[src/design/rioct_defines.vh]
// Constants for the second interrupt pin and clock trim block
`ifndef RIOCT_DEFINES_VH
`define RIOCT_DEFINES_VH

// ----------------------------------------------------------------
// Timing
// ----------------------------------------------------------------
`define RIOCT_CLK_NS         5
`define RIOCT_PULSE_CYC      21'h17D590   // 7.81 ms in 5 ns cycles
`define RIOCT_DIV_LAST       17'h07FFF
`define RIOCT_SEC_LAST       6'h3B
`define RIOCT_HALF_MIN       6'h1E
`define RIOCT_INT20_LAST     5'h13

// ----------------------------------------------------------------
// Register fields and reset values
// ----------------------------------------------------------------
`define RIOCT_TRIM_INTERVAL  0
`define RIOCT_ST2_ALARM2_EN  0
`define RIOCT_ST2_MIN_EDGE   1
`define RIOCT_ST2_MIN_PER    2
`define RIOCT_ST2_FREQ_EN    3
`define RIOCT_ST1_ALARM2     2
`define RIOCT_ST1_ALARM1     3
`define RIOCT_ST1_PIN_LEVEL  7
`define RIOCT_TRIM_RESET     8'h00
`define RIOCT_ST2_RESET      8'h00
`define RIOCT_FREQ_RESET     8'h00

`endif

[src/design/rioct_sync.v]
// Two-stage synchroniser for inputs from outside the clock domain
`timescale 1ns/1ps
module rioct_sync #(
  parameter WIDTH = 1
) (
  input  wire             clk,
  input  wire             rst_n,
  input  wire [WIDTH-1:0] async_in,
  output reg  [WIDTH-1:0] sync_out
);

  reg [WIDTH-1:0] stage1;

  // First stage feeds only the second
  always @(posedge clk) begin
    if (!rst_n) begin
      stage1   <= {WIDTH{1'b0}};
      sync_out <= {WIDTH{1'b0}};
    end else begin
      stage1   <= async_in;
      sync_out <= stage1;
    end
  end

endmodule // rioct_sync

[src/design/rioct_trim_div.v]
// Crystal divider chain with periodic rate trim and second counters
`timescale 1ns/1ps
`include "rioct_defines.vh"
module rioct_trim_div (
  input  wire        clk,
  input  wire        rst_n,
  input  wire        xtal_rise,
  input  wire [7:0]  clock_rate_trim,
  output reg  [16:0] div,
  output reg  [5:0]  sec_cnt,
  output reg         sec_tick,
  output reg         min_tick
);

  reg  [4:0]  int20_cnt;
  wire [6:0]  step;
  wire        wrap;
  wire        corr_due;
  wire [16:0] start;

  genvar i;
  generate
    for (i = 0; i < 7; i = i + 1) begin : g_rev
      assign step[6-i] = clock_rate_trim[i+1];
    end
  endgenerate

  assign wrap = xtal_rise && (div == `RIOCT_DIV_LAST);

  // correction every 20 or 60 s
  assign corr_due = clock_rate_trim[`RIOCT_TRIM_INTERVAL] ?
                    (sec_cnt == `RIOCT_SEC_LAST) : (int20_cnt == `RIOCT_INT20_LAST);

  // one step is two crystal periods
  assign start = corr_due ? {{9{step[6]}}, step, 1'b0} : 17'h00000;

  always @(posedge clk) begin
    if (!rst_n) begin
      div       <= 17'h00000;
      sec_cnt   <= 6'h00;
      int20_cnt <= 5'h00;
      sec_tick  <= 1'b0;
      min_tick  <= 1'b0;
    end else begin
      sec_tick <= wrap;
      min_tick <= wrap && (sec_cnt == `RIOCT_SEC_LAST);
      if (wrap) begin
        div       <= start;
        sec_cnt   <= (sec_cnt == `RIOCT_SEC_LAST) ? 6'h00 : sec_cnt + 6'h01;
        int20_cnt <= (int20_cnt == `RIOCT_INT20_LAST) ? 5'h00 : int20_cnt + 5'h01;
      end else if (xtal_rise) begin
        div <= div + 17'h00001;
      end
    end
  end

endmodule // rioct_trim_div

[src/design/rioct_top.v]
// Second interrupt pin output modes and clock trim register
`timescale 1ns/1ps
`include "rioct_defines.vh"
module rioct_top #(
  parameter [20:0] PULSE_CYC = `RIOCT_PULSE_CYC
) (
  input  wire       clk,
  input  wire       rst_n,
  input  wire       xtal_32k,
  input  wire       alarm1_match,
  input  wire       alarm2_match,
  input  wire       alarm2_hour_only,
  input  wire       st1_rd,
  input  wire       st2_wr,
  input  wire [7:0] st2_wdata,
  input  wire       freq_wr,
  input  wire [7:0] freq_wdata,
  input  wire       trim_wr,
  input  wire [7:0] trim_wdata,
  input  wire       alarm2_output_pin_i,
  output reg        alarm2_output_pin_o,
  output reg        alarm2_output_pin_oe_n,
  output reg  [7:0] st1_rdata,
  output reg  [7:0] st2_rdata,
  output reg  [7:0] freq_rdata,
  output reg  [7:0] trim_rdata,
  output reg        sec_pulse
);

  // ----------------------------------------------------------------
  // Declarations
  // ----------------------------------------------------------------
  localparam [1:0] MP_OFF  = 2'b00;
  localparam [1:0] MP_WAIT = 2'b01;
  localparam [1:0] MP_RUN  = 2'b10;

  reg  [7:0]  status2;
  reg  [7:0]  freq_sel;
  reg  [7:0]  clock_rate_trim;
  reg         xtal_q;
  reg         alarm1_q;
  reg         alarm2_q;
  reg         alarm1_flag;
  reg         alarm2_flag;
  reg         alarm2_low;
  reg  [20:0] edge_cnt;
  reg  [1:0]  mp_state;
  reg  [1:0]  next_mp_state;

  wire        xtal_s;
  wire        pin_s;
  wire        xtal_rise;
  wire [16:0] div;
  wire [5:0]  sec_cnt;
  wire        sec_tick;
  wire        min_tick;
  wire        alarm2_enable;
  wire        minute_edge_enable;
  wire        minute_per_enable;
  wire        freq_enable;
  wire        alarm1_fire;
  wire        alarm2_fire;
  wire        edge_low;
  wire        per_low;
  wire        freq_low;
  wire [4:0]  freq_wave;
  wire [4:0]  freq_term;
  wire        pin_low;

  assign alarm2_enable      = status2[`RIOCT_ST2_ALARM2_EN];
  assign minute_edge_enable = status2[`RIOCT_ST2_MIN_EDGE];
  assign minute_per_enable  = status2[`RIOCT_ST2_MIN_PER];
  assign freq_enable        = status2[`RIOCT_ST2_FREQ_EN];

  // ----------------------------------------------------------------
  // Synchronisers and crystal edge
  // ----------------------------------------------------------------
  rioct_sync #(
    .WIDTH (2)
  ) u_sync (
    .clk      (clk),
    .rst_n    (rst_n),
    .async_in ({alarm2_output_pin_i, xtal_32k}),
    .sync_out ({pin_s, xtal_s})
  );

  // Edge detect on synchronised crystal
  always @(posedge clk) begin
    if (!rst_n) begin
      xtal_q <= 1'b0;
    end else begin
      xtal_q <= xtal_s;
    end
  end

  assign xtal_rise = xtal_s && !xtal_q;

  // ----------------------------------------------------------------
  // Divider chain with trim
  // ----------------------------------------------------------------
  rioct_trim_div u_div (
    .clk             (clk),
    .rst_n           (rst_n),
    .xtal_rise       (xtal_rise),
    .clock_rate_trim (clock_rate_trim),
    .div             (div),
    .sec_cnt         (sec_cnt),
    .sec_tick        (sec_tick),
    .min_tick        (min_tick)
  );

  // ----------------------------------------------------------------
  // Register writes
  // ----------------------------------------------------------------
  // Host-written control registers
  always @(posedge clk) begin
    if (!rst_n) begin
      status2         <= `RIOCT_ST2_RESET;
      freq_sel        <= `RIOCT_FREQ_RESET;
      clock_rate_trim <= `RIOCT_TRIM_RESET;
    end else begin
      if (st2_wr) begin
        status2 <= st2_wdata;
      end
      if (freq_wr) begin
        freq_sel <= freq_wdata;
      end
      if (trim_wr) begin
        clock_rate_trim <= trim_wdata;
      end
    end
  end

  // ----------------------------------------------------------------
  // Alarm events
  // ----------------------------------------------------------------
  // Match edges; a match already standing is not an event, except alarm 2 at a minute carry with alarm2_hour_only
  always @(posedge clk) begin
    if (!rst_n) begin
      alarm1_q <= 1'b0;
      alarm2_q <= 1'b0;
    end else begin
      alarm1_q <= alarm1_match;
      alarm2_q <= alarm2_match;
    end
  end

  assign alarm1_fire = alarm1_match && !alarm1_q;

  assign alarm2_fire = alarm2_enable &&
                       ((alarm2_match && !alarm2_q) ||
                        (alarm2_hour_only && alarm2_match && min_tick));

  // Sticky flags; a new event wins over the read clear
  always @(posedge clk) begin
    if (!rst_n) begin
      alarm1_flag <= 1'b0;
      alarm2_flag <= 1'b0;
    end else begin
      if (alarm1_fire) begin
        alarm1_flag <= 1'b1;
      end else if (st1_rd) begin
        alarm1_flag <= 1'b0;
      end
      if (alarm2_fire) begin
        alarm2_flag <= 1'b1;
      end else if (st1_rd) begin
        alarm2_flag <= 1'b0;
      end
    end
  end

  // Alarm 2 pin hold
  always @(posedge clk) begin
    if (!rst_n) begin
      alarm2_low <= 1'b0;
    end else if (!alarm2_enable) begin
      alarm2_low <= 1'b0;
    end else if (alarm2_fire) begin
      alarm2_low <= 1'b1;
    end
  end

  // ----------------------------------------------------------------
  // Per-minute edge pulse
  // ----------------------------------------------------------------
  // Pulse timer, started at a minute carry while enabled
  always @(posedge clk) begin
    if (!rst_n) begin
      edge_cnt <= 21'h000000;
    end else if (min_tick && minute_edge_enable) begin
      edge_cnt <= PULSE_CYC;
    end else if (edge_cnt != 21'h000000) begin
      edge_cnt <= edge_cnt - 21'h000001;
    end
  end

  // disable masks pulse, re-enable restores it
  assign edge_low = minute_edge_enable && (edge_cnt != 21'h000000);

  // ----------------------------------------------------------------
  // Minute-periodical clock
  // ----------------------------------------------------------------
  // Next state of periodic output
  always @* begin
    next_mp_state = mp_state;
    case (mp_state)
      MP_OFF: begin
        if (minute_per_enable) begin
          next_mp_state = MP_WAIT;
        end
      end
      MP_WAIT: begin
        if (!minute_per_enable) begin
          next_mp_state = MP_OFF;
        end else if (min_tick) begin
          next_mp_state = MP_RUN;
        end
      end
      MP_RUN: begin
        if (min_tick && !minute_per_enable) begin
          next_mp_state = MP_OFF;
        end
      end
      default: begin
        next_mp_state = MP_OFF;
      end
    endcase
  end

  // State register
  always @(posedge clk) begin
    if (!rst_n) begin
      mp_state <= MP_OFF;
    end else begin
      mp_state <= next_mp_state;
    end
  end

  // low for first 30 s of each minute
  // enable gates the low phase directly
  assign per_low = minute_per_enable && (mp_state == MP_RUN) &&
                   (sec_cnt < `RIOCT_HALF_MIN);

  // ----------------------------------------------------------------
  // User-set frequency
  // ----------------------------------------------------------------
  // Sources 1, 2, 4, 8 and 16 Hz from the divider
  assign freq_wave = {div[10], div[11], div[12], div[13], div[14]};

  genvar k;
  generate
    for (k = 0; k < 5; k = k + 1) begin : g_freq
      assign freq_term[k] = !freq_sel[k] || freq_wave[k];
    end
  endgenerate

  assign freq_low = freq_enable && !(&freq_term);

  // ----------------------------------------------------------------
  // Pin and read data
  // ----------------------------------------------------------------
  // any active source pulls low, else released
  assign pin_low = alarm2_low || edge_low || per_low || freq_low;

  // Registered outputs
  always @(posedge clk) begin
    if (!rst_n) begin
      alarm2_output_pin_o    <= 1'b0;
      alarm2_output_pin_oe_n <= 1'b1;
      st1_rdata              <= 8'h00;
      st2_rdata              <= `RIOCT_ST2_RESET;
      freq_rdata             <= `RIOCT_FREQ_RESET;
      trim_rdata             <= `RIOCT_TRIM_RESET;
      sec_pulse              <= 1'b0;
    end else begin
      alarm2_output_pin_o    <= 1'b0;        // Open drain, drives low only
      alarm2_output_pin_oe_n <= !pin_low;
      st1_rdata              <= 8'h00;
      st1_rdata[`RIOCT_ST1_ALARM1]    <= alarm1_flag;
      st1_rdata[`RIOCT_ST1_ALARM2]    <= alarm2_flag;
      st1_rdata[`RIOCT_ST1_PIN_LEVEL] <= pin_s;
      st2_rdata              <= status2;
      freq_rdata             <= freq_sel;
      trim_rdata             <= clock_rate_trim;
      sec_pulse              <= sec_tick;
    end
  end

endmodule // rioct_top

[config.mk]
export PLATFORM = sky130hd
export DESIGN_NAME = rioct_top
export DESIGN_NICKNAME = d
export VERILOG_FILES = /design/src/design/rioct_sync.v /design/src/design/rioct_trim_div.v /design/src/design/rioct_top.v
export VERILOG_INCLUDE_DIRS = /design/src /design/src/design
export SDC_FILE = /design/constraint.sdc
export NUM_CORES = 1
export LEC_CHECK = 0
export BUFFER_PORTS_ARGS = -buffer_cell sky130_fd_sc_hd__buf_2
export CAP_MARGIN = 0
export CELL_PAD_IN_SITES_DETAIL_PLACEMENT = 1
export CELL_PAD_IN_SITES_GLOBAL_PLACEMENT = 2
export CORE_ASPECT_RATIO = 1.2
export CORE_MARGIN = 4
export CORE_UTILIZATION = 39
export CTS_BUF_LIST = sky130_fd_sc_hd__clkbuf_2
export CTS_CLUSTER_SIZE = 30
export DETAILED_ROUTE_END_ITERATION = 12
export PLACE_DENSITY_LB_ADDON = 0.12
export SKIP_CTS_REPAIR_TIMING = 1
export SYNTH_ARGS = -nofsm -noshare
export SYNTH_HDL_FRONTEND = slang
export SYNTH_HIERARCHICAL = 1
export SYNTH_SLANG_ARGS = --single-unit
[constraint.sdc]
create_clock -name clk -period 5.88 [get_ports clk]
set_clock_uncertainty 0.05 [all_clocks]
set_input_delay 0.294 -clock clk [delete_from_list [all_inputs] [get_ports clk]]
set_output_delay 0.294 -clock clk [all_outputs]
set_load 0.1 [all_outputs]
-- Yosys cells after proc, flatten, opt, wreduce, memory -nomap -nowiden
Cells that the tools add are included.
- add/subtract/negate cells: 4
- order comparisons: 1
- equal/unequal tests: 8
- muxes and demuxes: 16
- bitwise operators: 1
- reduce and logical (&&, ||, !) cells: 44
- operators with widths (kind ; count):
    $mux W17 ; 3
    $mux W21 ; 2
    $reduce_bool A21 Y1 ; 1
    $sub A21 B1 Y21 const B ; 1
    $add A17 B1 Y17 const B ; 1
    $eq A17 B15 Y1 const B ; 1
    $logic_and A1 B1 Y1 ; 14
    $logic_not A1 Y1 ; 11
    $logic_or A1 B1 Y1 ; 9
    $mux W2 ; 4
    $reduce_bool A2 Y1 ; 4
    $add A6 B1 Y6 const B ; 1
    $eq A6 B6 Y1 const B ; 1
    $lt A6 B5 Y1 const B ; 1
    $mux W6 ; 1
    $pmux W2 S3 ; 1
    $add A5 B1 Y5 const B ; 1
    $eq A5 B5 Y1 const B ; 1
    $mux W5 ; 1
    $reduce_and A5 Y1 ; 1
    $mux W1 ; 4
    $ne A2 B2 Y1 const B ; 2
    $ne A3 B2 Y1 const B ; 1
    $reduce_and A3 Y1 ; 1
    other kinds (6) ; 6
- bits in registers: 121
- output and inout bits: 35
- logic and storage cells: 100

-- Logic depth before layout (Yosys ltp)
Gate-level depths: netlist of the first run.
- depth in word-level cells: 7
- mapped depth: 9

-- Hierarchy
Netlist of the first run, hierarchy kept.
- by module, submodules not included (module ; times used ; cells an instance ; area each (sq um) ; sequential area each (sq um)):
    rioct_top ; 1 ; 323 ; 3155.5 ; 1641.6
    rioct_trim_div ; 1 ; 190 ; 1545.2 ; 600.6
    rioct_sync ; 1 ; 8 ; 105.1 ; 80.1

-- Worst setup path before layout of the first run
No wires, ideal clock.
- kind: reg2reg
- start point: register edge_cnt[4]
- end point: register edge_cnt[17]
- setup time: 0.074 ns
- data arrival time: 2.056 ns
- data required time: 5.756 ns
- slack: 3.700 ns
- cell stages (with the launch flop): 6
- path buffers: 1
- period minus slack after synthesis: 2.180 ns
- path through: dfxtp_1 > or4_4 > or4_4 > buf_6 > or4_1 > a31oi_1
- longest elaborated chain between the ends: 3
- elaborated cells on any way between the ends: 5
- classes of those cells: add/sub: 1; mux: 2; reduce/logical: 2
- RTL lines (element ; RTL line ; RTL):
    start, declared ; rioct_top.v:46 ; reg [20:0] edge_cnt;
    start signal, assigned ; rioct_top.v:194 ; edge_cnt <= edge_cnt - 21'h000001;
    $sub A21 B1 Y21 ; rioct_top.v:194 ;
    $mux W21 ; rioct_top.v:193 ; end else if (edge_cnt != 21'h000000) begin
    $mux W21 ; rioct_top.v:191 ; end else if (min_tick && minute_edge_enable) begin
Parallel ways exist; a longest one is shown, timed or not. The select of a mux whose other input is x is not followed.
A chain may end at the register's enable or synchronous reset.

-- Final worst setup path of the first run
- start point: register u_div.div[0]
- end point: register u_div.sec_cnt[5]
- longest elaborated chain between the ends: 2
- RTL lines (element ; RTL line ; RTL):
    start, declared ; rioct_trim_div.v:9 ; output reg [16:0] div,
    start signal, assigned ; rioct_trim_div.v:48 ; div <= start;
    start signal, assigned ; rioct_trim_div.v:52 ; div <= div + 17'h00001;
    $eq A17 B15 Y1 (no source line) ; -- ;
    $logic_and A1 B1 Y1 ; rioct_trim_div.v:28 ; assign wrap = xtal_rise && (div == `RIOCT_DIV_LAST);
    end signal, assigned ; rioct_trim_div.v:49 ; sec_cnt <= (sec_cnt == `RIOCT_SEC_LAST) ? 6'h00 : sec_cnt + 6'h01;
    end, declared ; rioct_trim_div.v:10 ; output reg [5:0] sec_cnt,
No other way between the ends.

==> flow_metrics.env, run 1 <==
export IMPL_intPower_mw=1.281
export IMPL_worst_slew_pin_transition_ns=0.8062
export IMPL_worst_skew_late_latency_ns=0.68
export IMPL_power_static_leakage_nw=2.423
export IMPL_seq_power_share=0.455
export IMPL_post_synth_num_cell_types=66
export IMPL_vias=4259
export IMPL_finalWorstPathRequiredPeriod_ns=2.793
export IMPL_total_switching_power_uw=738.4
export IMPL_critical_path_depth=6
export IMPL_yosysMostFrequentCell="sky130_fd_sc_hd__dfxtp_1"
export IMPL_first_global_vias=4256
export IMPL_dieWidth_um=109.3
export IMPL_critical_path_endpoint="u_div/sec_cnt[5]"
export IMPL_unrepaired_setup_endpoints_after_global_routing="no"
export IMPL_antenna_diode_count=0
export IMPL_pin_count_of_the_biggest_net_entering_global_routing=52
export IMPL_syn_instance_count=521
export IMPL_ant_nets=0
export IMPL_number_of_placed_i_o_pins=70
export IMPL_terminus_of_the_critical_flop_to_flop_path="u_div/sec_cnt[5]"
export IMPL_route_final_wire_length_um=13570
export IMPL_synthTopCellsByCount="sky130_fd_sc_hd__dfxtp_1 (116), sky130_fd_sc_hd__nor2_1 (50), sky130_fd_sc_hd__and2_1 (34), sky130_fd_sc_hd__nand2_1 (34), sky130_fd_sc_hd__mux2i_1 (32)"
export IMPL_first_iter_violations=102
export IMPL_avgViaCountPerCell=5.291
export IMPL_comb_power_share=0.315
export IMPL_detail_route_drc_violations=0
export IMPL_finalWeightedCongestion=0.7730
export IMPL_timing_critical_path_required_ns=6.44
export IMPL_share_of_flip_flops_with_an_asynchronous_set_or_reset_after_synthesis=0
export IMPL_hold_class="in2reg"
export IMPL_drt_pass1_iterations=4
export IMPL_launching_instance_or_port_of_the_critical_path="u_div/div[0]"
export IMPL_crit_path_max_fanout=12
export IMPL_delay_heaviest_family_cp="simple AND/OR/NAND/NOR gates"
export IMPL_cts_root_buf="sky130_fd_sc_hd__clkbuf_2"
export IMPL_drive_gt1_frac=0.1646
export IMPL_ys_warn_count=6
export IMPL_setup_cp_type="reg2reg"
export IMPL_worst_path_buf_inv=0
export IMPL_r2r_slack_ns=3.09
export IMPL_die_height_um=129.6
export IMPL_netlist_top_cell_by_area="sky130_fd_sc_hd__dfxtp_1"
export IMPL_initial_core_util=0.3986
export IMPL_cellPowerDensity_nw_per_um2=339.5
export IMPL_fin_nets=674
export IMPL_synth_seq_area_share=0.4832
export IMPL_area_growth_syn_to_layout_pct=23.77
export IMPL_track_usage=0.1944
export IMPL_synth_edff_count=0
export IMPL_worstReg2RegStart="u_div/div[0]"
export IMPL_setup_tns_ns=0
export IMPL_clock_sinks=116
export IMPL_syn_mean_instance_area_um2=9.224
export IMPL_number_of_antenna_violations_at_the_first_check_in_global_routing=0
export IMPL_design_die_area_um2=14170
export IMPL_numCtsBuffers=17
export IMPL_finalHoldViolCount=0
export IMPL_cp_data_arrival_time_ns=3.36
export IMPL_synth_largest_type_area_fraction=0.4832
export IMPL_crit_chain="ha_1, nand4_2, nor3_2, or4b_1, or4_1, a21oi_1"
export IMPL_slew_headroom=0.4576
export IMPL_max_cap_viol_count=0
export IMPL_cpPeakStageDelay_ns=0.57
export IMPL_slowest_stage_cell_on_the_critical_path="sky130_fd_sc_hd__nor3_2"
export IMPL_r2r_worst_path_cells=6
export IMPL_max_clock_path_buffers=2
export IMPL_critical_path_startpoint_type="register"
export IMPL_cts_tree="built"
export IMPL_ys_seq_elements=116
export IMPL_timing_final_crit_share=0.4751
export IMPL_critical_path_endpoint_type="register"
export IMPL_port_buffers=63
export IMPL_max_slew_violation_total_from_the_final_report=0
export IMPL_switching_share_of_power=0.3657
export IMPL_setup_violations_final=0
export IMPL_post_layout_power_mw=2.019
export IMPL_clk_pin_slew_ns=0.17
export IMPL_fmax_ghz=0.3580
export IMPL_post_dp_hpwl_um=9156
export IMPL_gr_total_overflow=0
export IMPL_clock_tree_htree_level_count=4
export IMPL_run_status="finished clean"
export IMPL_grt_first_pass_wirelength_um=21270
export IMPL_routedWlPerCell_um=16.86
export IMPL_peakVddDrop_mv=0.1381
export IMPL_fp_coreArea_um2=12060
export IMPL_clockPowerShare=0.229
export IMPL_mappedNetlistArea_um2=4806
export IMPL_fillcell_total=1404
export IMPL_rows=44
export IMPL_postSynth_topFlopCell="sky130_fd_sc_hd__dfxtp_1"
export IMPL_area_contributors_post_synth="sky130_fd_sc_hd__dfxtp_1 (48%), sky130_fd_sc_hd__mux2i_1 (6.7%), sky130_fd_sc_hd__and2_1 (4.4%)"
layout by cell type (no fill, tap or decap), types with 4 or more instances in the layout:
| master | synthesis | final |
|---|---|---|
| sky130_fd_sc_hd__conb_1 | 1 | 6 |
| sky130_fd_sc_hd__and2_1 | 34 | 34 |
| sky130_fd_sc_hd__buf_2 | 2 | 63 |
| sky130_fd_sc_hd__clkinv_2 | 0 | 4 |
| sky130_fd_sc_hd__clkinv_1 | 2 | 5 |
| sky130_fd_sc_hd__a31oi_1 | 17 | 17 |
| sky130_fd_sc_hd__o21a_1 | 4 | 4 |
| sky130_fd_sc_hd__or4_1 | 12 | 12 |
| sky130_fd_sc_hd__nor3_1 | 11 | 11 |
| sky130_fd_sc_hd__a211oi_1 | 4 | 4 |
| sky130_fd_sc_hd__a21oi_1 | 22 | 22 |
| sky130_fd_sc_hd__o31ai_1 | 7 | 7 |
| sky130_fd_sc_hd__a21boi_0 | 4 | 4 |
| sky130_fd_sc_hd__inv_1 | 11 | 11 |
| sky130_fd_sc_hd__buf_4 | 6 | 4 |
| sky130_fd_sc_hd__or3_1 | 14 | 14 |
| sky130_fd_sc_hd__nand2_1 | 34 | 34 |
| sky130_fd_sc_hd__dfxtp_1 | 116 | 116 |
| sky130_fd_sc_hd__nand3_1 | 14 | 14 |
| sky130_fd_sc_hd__o22ai_1 | 4 | 4 |
| sky130_fd_sc_hd__nor2_1 | 50 | 50 |
| sky130_fd_sc_hd__nand4_1 | 6 | 6 |
| sky130_fd_sc_hd__nor2b_1 | 4 | 4 |
| sky130_fd_sc_hd__o21ai_0 | 22 | 22 |
| sky130_fd_sc_hd__nor4_1 | 9 | 9 |
| sky130_fd_sc_hd__dlygate4sd3_1 | 0 | 54 |
| sky130_fd_sc_hd__ha_1 | 4 | 4 |
| sky130_fd_sc_hd__clkbuf_2 | 1 | 19 |
| sky130_fd_sc_hd__mux2i_1 | 32 | 32 |
flip-flops by register name (all words and copies together) (netlist names), 2 cells and up:
| signal | count |
|---|---|
| freq_rdata | 8 |
| status2 | 8 |
| u_sync/sync_out | 2 |
| st2_rdata | 8 |
| u_div/int20_cnt | 5 |
| st1_rdata | 3 |
| mp_state | 2 |
| u_div/div | 17 |
| edge_cnt | 21 |
| freq_sel | 8 |
| u_div/sec_cnt | 6 |
| trim_rdata | 8 |
| u_sync/stage1 | 2 |
| clock_rate_trim | 8 |
cell families (layout without fill, tap and decap cells):
logic type,after synthesis,count (layout),share of synthesized area
and+or+nand+nor,218,218,0.2523
DFF,116,116,0.4832
AOI/OAI and AO/OA,102,102,0.1375
buffers and inverters,44,162,0.04140
muxes,33,33,0.06899
adders and majority gates,4,4,0.01041
xor gates and xnor gates,3,3,0.005468
other,1,6,0.0007803
through the flow:
stage          setup slack (ns)  cells  area [µm²]  hold WS (ns)    util
6_report                  3.087    805        5948        0.1041  0.4934
5_1_grt                   2.876    805        5948       0.04300  0.4934
4_1_cts                   3.085    751        5408       -0.2988  0.4485
3_5_place_dp              3.119    723        5221        0.3770  0.4331
3_3_place_gp              3.233    723        5221        0.3643  0.4331
2_1_floorplan             3.700    526        4825        0.3557       -
worst min path at each step:
stage / from / end / slack (ns) / depth (start not counted)
after floorplan: u_sync/stage1[0] / u_sync/sync_out[0] / 0.36 / 1
after global placement: u_sync/stage1[1] / u_sync/sync_out[1] / 0.36 / 1
after detailed placement: u_sync/stage1[1] / u_sync/sync_out[1] / 0.38 / 1
after CTS: alarm2_output_pin_i / u_sync/stage1[1] / -0.30 / 2
after global routing: rst_n / alarm2_output_pin_oe_n / 0.04 / 3
final: rst_n / alarm2_output_pin_oe_n / 0.10 / 3
power groups by stage:
stage | clock (mW) | combinational, mW | sequential (mW)
2_1_floorplan | 0 | 0.432 | 0.969
3_3_place_gp | 0 | 0.586 | 0.930
3_5_place_dp | 0 | 0.601 | 0.934
4_1_cts | 0.482 | 0.607 | 0.919
5_1_grt | 0.524 | 0.705 | 0.932
6_report | 0.463 | 0.637 | 0.919
area by class of cell:
cell class	count	area [µm²]	share of cell area
Inverter	13	48.80	0.008204
Timing Repair Buffer	121	885.9	0.1489
Clock buffer	19	95.09	0.01599
Tap cell	161	201.4	0.03387
Clock inverter	9	91.34	0.01536
Multi-Input combinational cell	366	2303	0.3873
Sequential cell	116	2322	0.3904
metal layers:
layer	vias up	track usage	wire [µm]
li1	2102	-	-
met1	2087	0.2159	5702
met2	45	0.3507	7268
met3	25	0.05282	312
met4	0	0.07263	287
met5	-	0	0
tightest hold or removal path: cells and delay by family:
family	cells	cell delay [ns]
buffers and inverters	2	0.36
AOI/OAI and AO/OA	1	0.12
Note: power is estimated with default switching activity, not from simulation.
==> run 2: changes to the inputs <==
CORE_UTILIZATION = 36   (was 39)
clock period = 2.65 ns   (was 5.88 ns; I/O delays follow)
==> run 2 against run 1 <==
Critical path depth stayed put. Clock power grew to 2.8 times the previous value. Cell area up 4.1%. Critical endpoint unchanged. Flip-flop and latch count stayed put. Critical path type unchanged. Utilization decreased by 2.1 points. Register-to-register slack lost 2.9 ns. Largest cell class unchanged. Routed wire length is 4.4% higher. Total power up 140%.
==> flow_metrics.env, run 2 (synthesis gave the netlist of run 1 again) <==
export IMPL_drive_gt1_frac=0.1817
export IMPL_preCtsSetupSlack_ns=0.2839
export IMPL_timing_final_crit_share=0.9161
export IMPL_fp_coreArea_um2=13120
export IMPL_post_dp_hpwl_um=9684
export IMPL_setup_cp_type="reg2reg"
export IMPL_setup_tns_ns=0
export IMPL_routedWlPerCell_um=16.96
export IMPL_area_growth_syn_to_layout_pct=28.87
export IMPL_finalHoldViolCount=0
export IMPL_largest_register_ff_count=21
export IMPL_grt_first_pass_wirelength_um=21720
export IMPL_die_height_um=134.6
export IMPL_detail_route_drc_violations=0
export IMPL_max_cap_viol_count=0
export IMPL_first_iter_violations=166
export IMPL_setup_violations_final=0
export IMPL_numCtsBuffers=17
export IMPL_route_final_wire_length_um=14160
export IMPL_dieWidth_um=113.5
export IMPL_cp_data_arrival_time_ns=2.98
export IMPL_cellPowerDensity_nw_per_um2=779.7
export IMPL_clock_tree_htree_level_count=4
export IMPL_cts_tree="built"
export IMPL_vias=4348
export IMPL_unrepaired_setup_endpoints_after_global_routing="no"
export IMPL_fmax_ghz=0.4119
export IMPL_crit_chain="ha_1, nand4_2, nor3_2, or4b_1, or4_1, a21oi_1"
export IMPL_port_buffers=63
export IMPL_clock_sinks=116
export IMPL_cpPeakStageDelay_ns=0.53
export IMPL_slew_headroom=0.5471
export IMPL_pin_count_of_the_biggest_net_entering_global_routing=34
export IMPL_cts_root_buf="sky130_fd_sc_hd__clkbuf_2"
export IMPL_drt_pass1_iterations=4
export IMPL_finalWorstPathRequiredPeriod_ns=2.428
export IMPL_number_of_placed_i_o_pins=70
export IMPL_first_global_vias=4268
export IMPL_run_status="finished clean"
export IMPL_final_common_cell="sky130_fd_sc_hd__dfxtp_1"
export IMPL_avgViaCountPerCell=5.207
export IMPL_initial_core_util=0.3662
export IMPL_fin_nets=693
export IMPL_clk_pin_slew_ns=0.16
export IMPL_ant_nets=0
export IMPL_max_clock_path_buffers=2
export IMPL_slowest_stage_cell_on_the_critical_path="sky130_fd_sc_hd__or4b_1"
export IMPL_crit_path_max_fanout=6
export IMPL_max_slew_violation_total_from_the_final_report=0
export IMPL_worst_skew_late_latency_ns=0.69
export IMPL_rows=46
export IMPL_fillcell_total=1604
export IMPL_hold_class="in2reg"
export IMPL_power_static_leakage_nw=2.547
export IMPL_timing_critical_path_required_ns=3.20
export IMPL_design_die_area_um2=15270
export IMPL_worst_path_buf_inv=0
export IMPL_peakVddDrop_mv=0.6244
export IMPL_gr_total_overflow=0
export IMPL_most_common_layout_cells="sky130_fd_sc_hd__dfxtp_1 (116), sky130_fd_sc_hd__buf_2 (63), sky130_fd_sc_hd__dlygate4sd3_1 (62)"
export IMPL_final_core_utilization=0.4720
export IMPL_layout_top_registers="edge_cnt (21), u_div/div (17)"
export IMPL_critical_path_startpoint_type="register"
export IMPL_track_usage=0.1800
export IMPL_finalWeightedCongestion=0.7830
export IMPL_delay_heaviest_family_cp="simple AND/OR/NAND/NOR gates"
export IMPL_post_layout_power_mw=4.829
export IMPL_max_flop_register="edge_cnt"
export IMPL_worst_slack_ns=0.2222
export IMPL_number_of_antenna_violations_at_the_first_check_in_global_routing=1
export IMPL_worst_slew_pin_transition_ns=0.6768
export IMPL_critical_path_endpoint_type="register"
run 2: cell count changes in the layout (fill, tap and decap cells not counted), sizes merged:
cell         delta
buf            +11
clkinv          -1
bufinv          +2
clkinvlp        +2
dlygate4sd3     +8
diode           +1
run 2: per-stage QoR:
stage	hold slack [ns]	area (µm²)	instances
final	0.2806	6193	835
after global routing	0.2228	6193	835
after CTS	-0.4820	5570	772
after detailed placement	0.3003	5313	741
after global placement	0.2902	5313	741
after floorplan	0.2042	4825	526
run 2: cell type report:
type	instances	area, µm²	share of cell area
tap	168	210.2	0.03394
antenna	1	2.502	0.0004040
timing repair buffer	140	1049	0.1693
clock buffer	19	95.09	0.01535
sequential	116	2322	0.3749
clock inverter	12	162.7	0.02626
inverter	13	48.80	0.007879
multi-input combinational	366	2303	0.3719
run 2: worst min-delay path, stage by stage:
cell and delay (ns):
sky130_fd_sc_hd__dlygate4sd3_1 0.53, sky130_fd_sc_hd__buf_2 0.12, sky130_fd_sc_hd__inv_1 0.07, sky130_fd_sc_hd__a22o_1 0.13
run 2: worst paths after layout:
path              slack [ns]          endpoint  cells after the start           start
setup / recovery        0.22  u_div/sec_cnt[5]                      6    u_div/div[0]
hold / removal          0.28       alarm1_flag                      4          st1_rd
setup reg to reg        0.22  u_div/sec_cnt[5]                      6    u_div/div[0]
hold reg to reg         0.41         sec_pulse                      1  u_div/sec_tick
run 2: power by group:
group / internal [mW] / total (mW) / switching (mW) / leakage (nW)
clock network: 0.610 / 1.28 / 0.668 / 0.155
logic: 0.601 / 1.51 / 0.914 / 1.44
registers: 1.89 / 2.04 / 0.143 / 0.947
total: 3.10 / 4.83 / 1.72 / 2.55
run 2: per-layer routing:
layer / global-route usage / up-vias / wire [µm] / part of all wire
met2: 0.3173 / 49 / 7397 / 0.52
met1: 0.2093 / 2139 / 6192 / 0.44
li1: - / 2138 / - / -
met4: 0.07281 / 0 / 263 / 0.019
met5: 0 / - / 0 / 0
met3: 0.04124 / 22 / 308 / 0.022
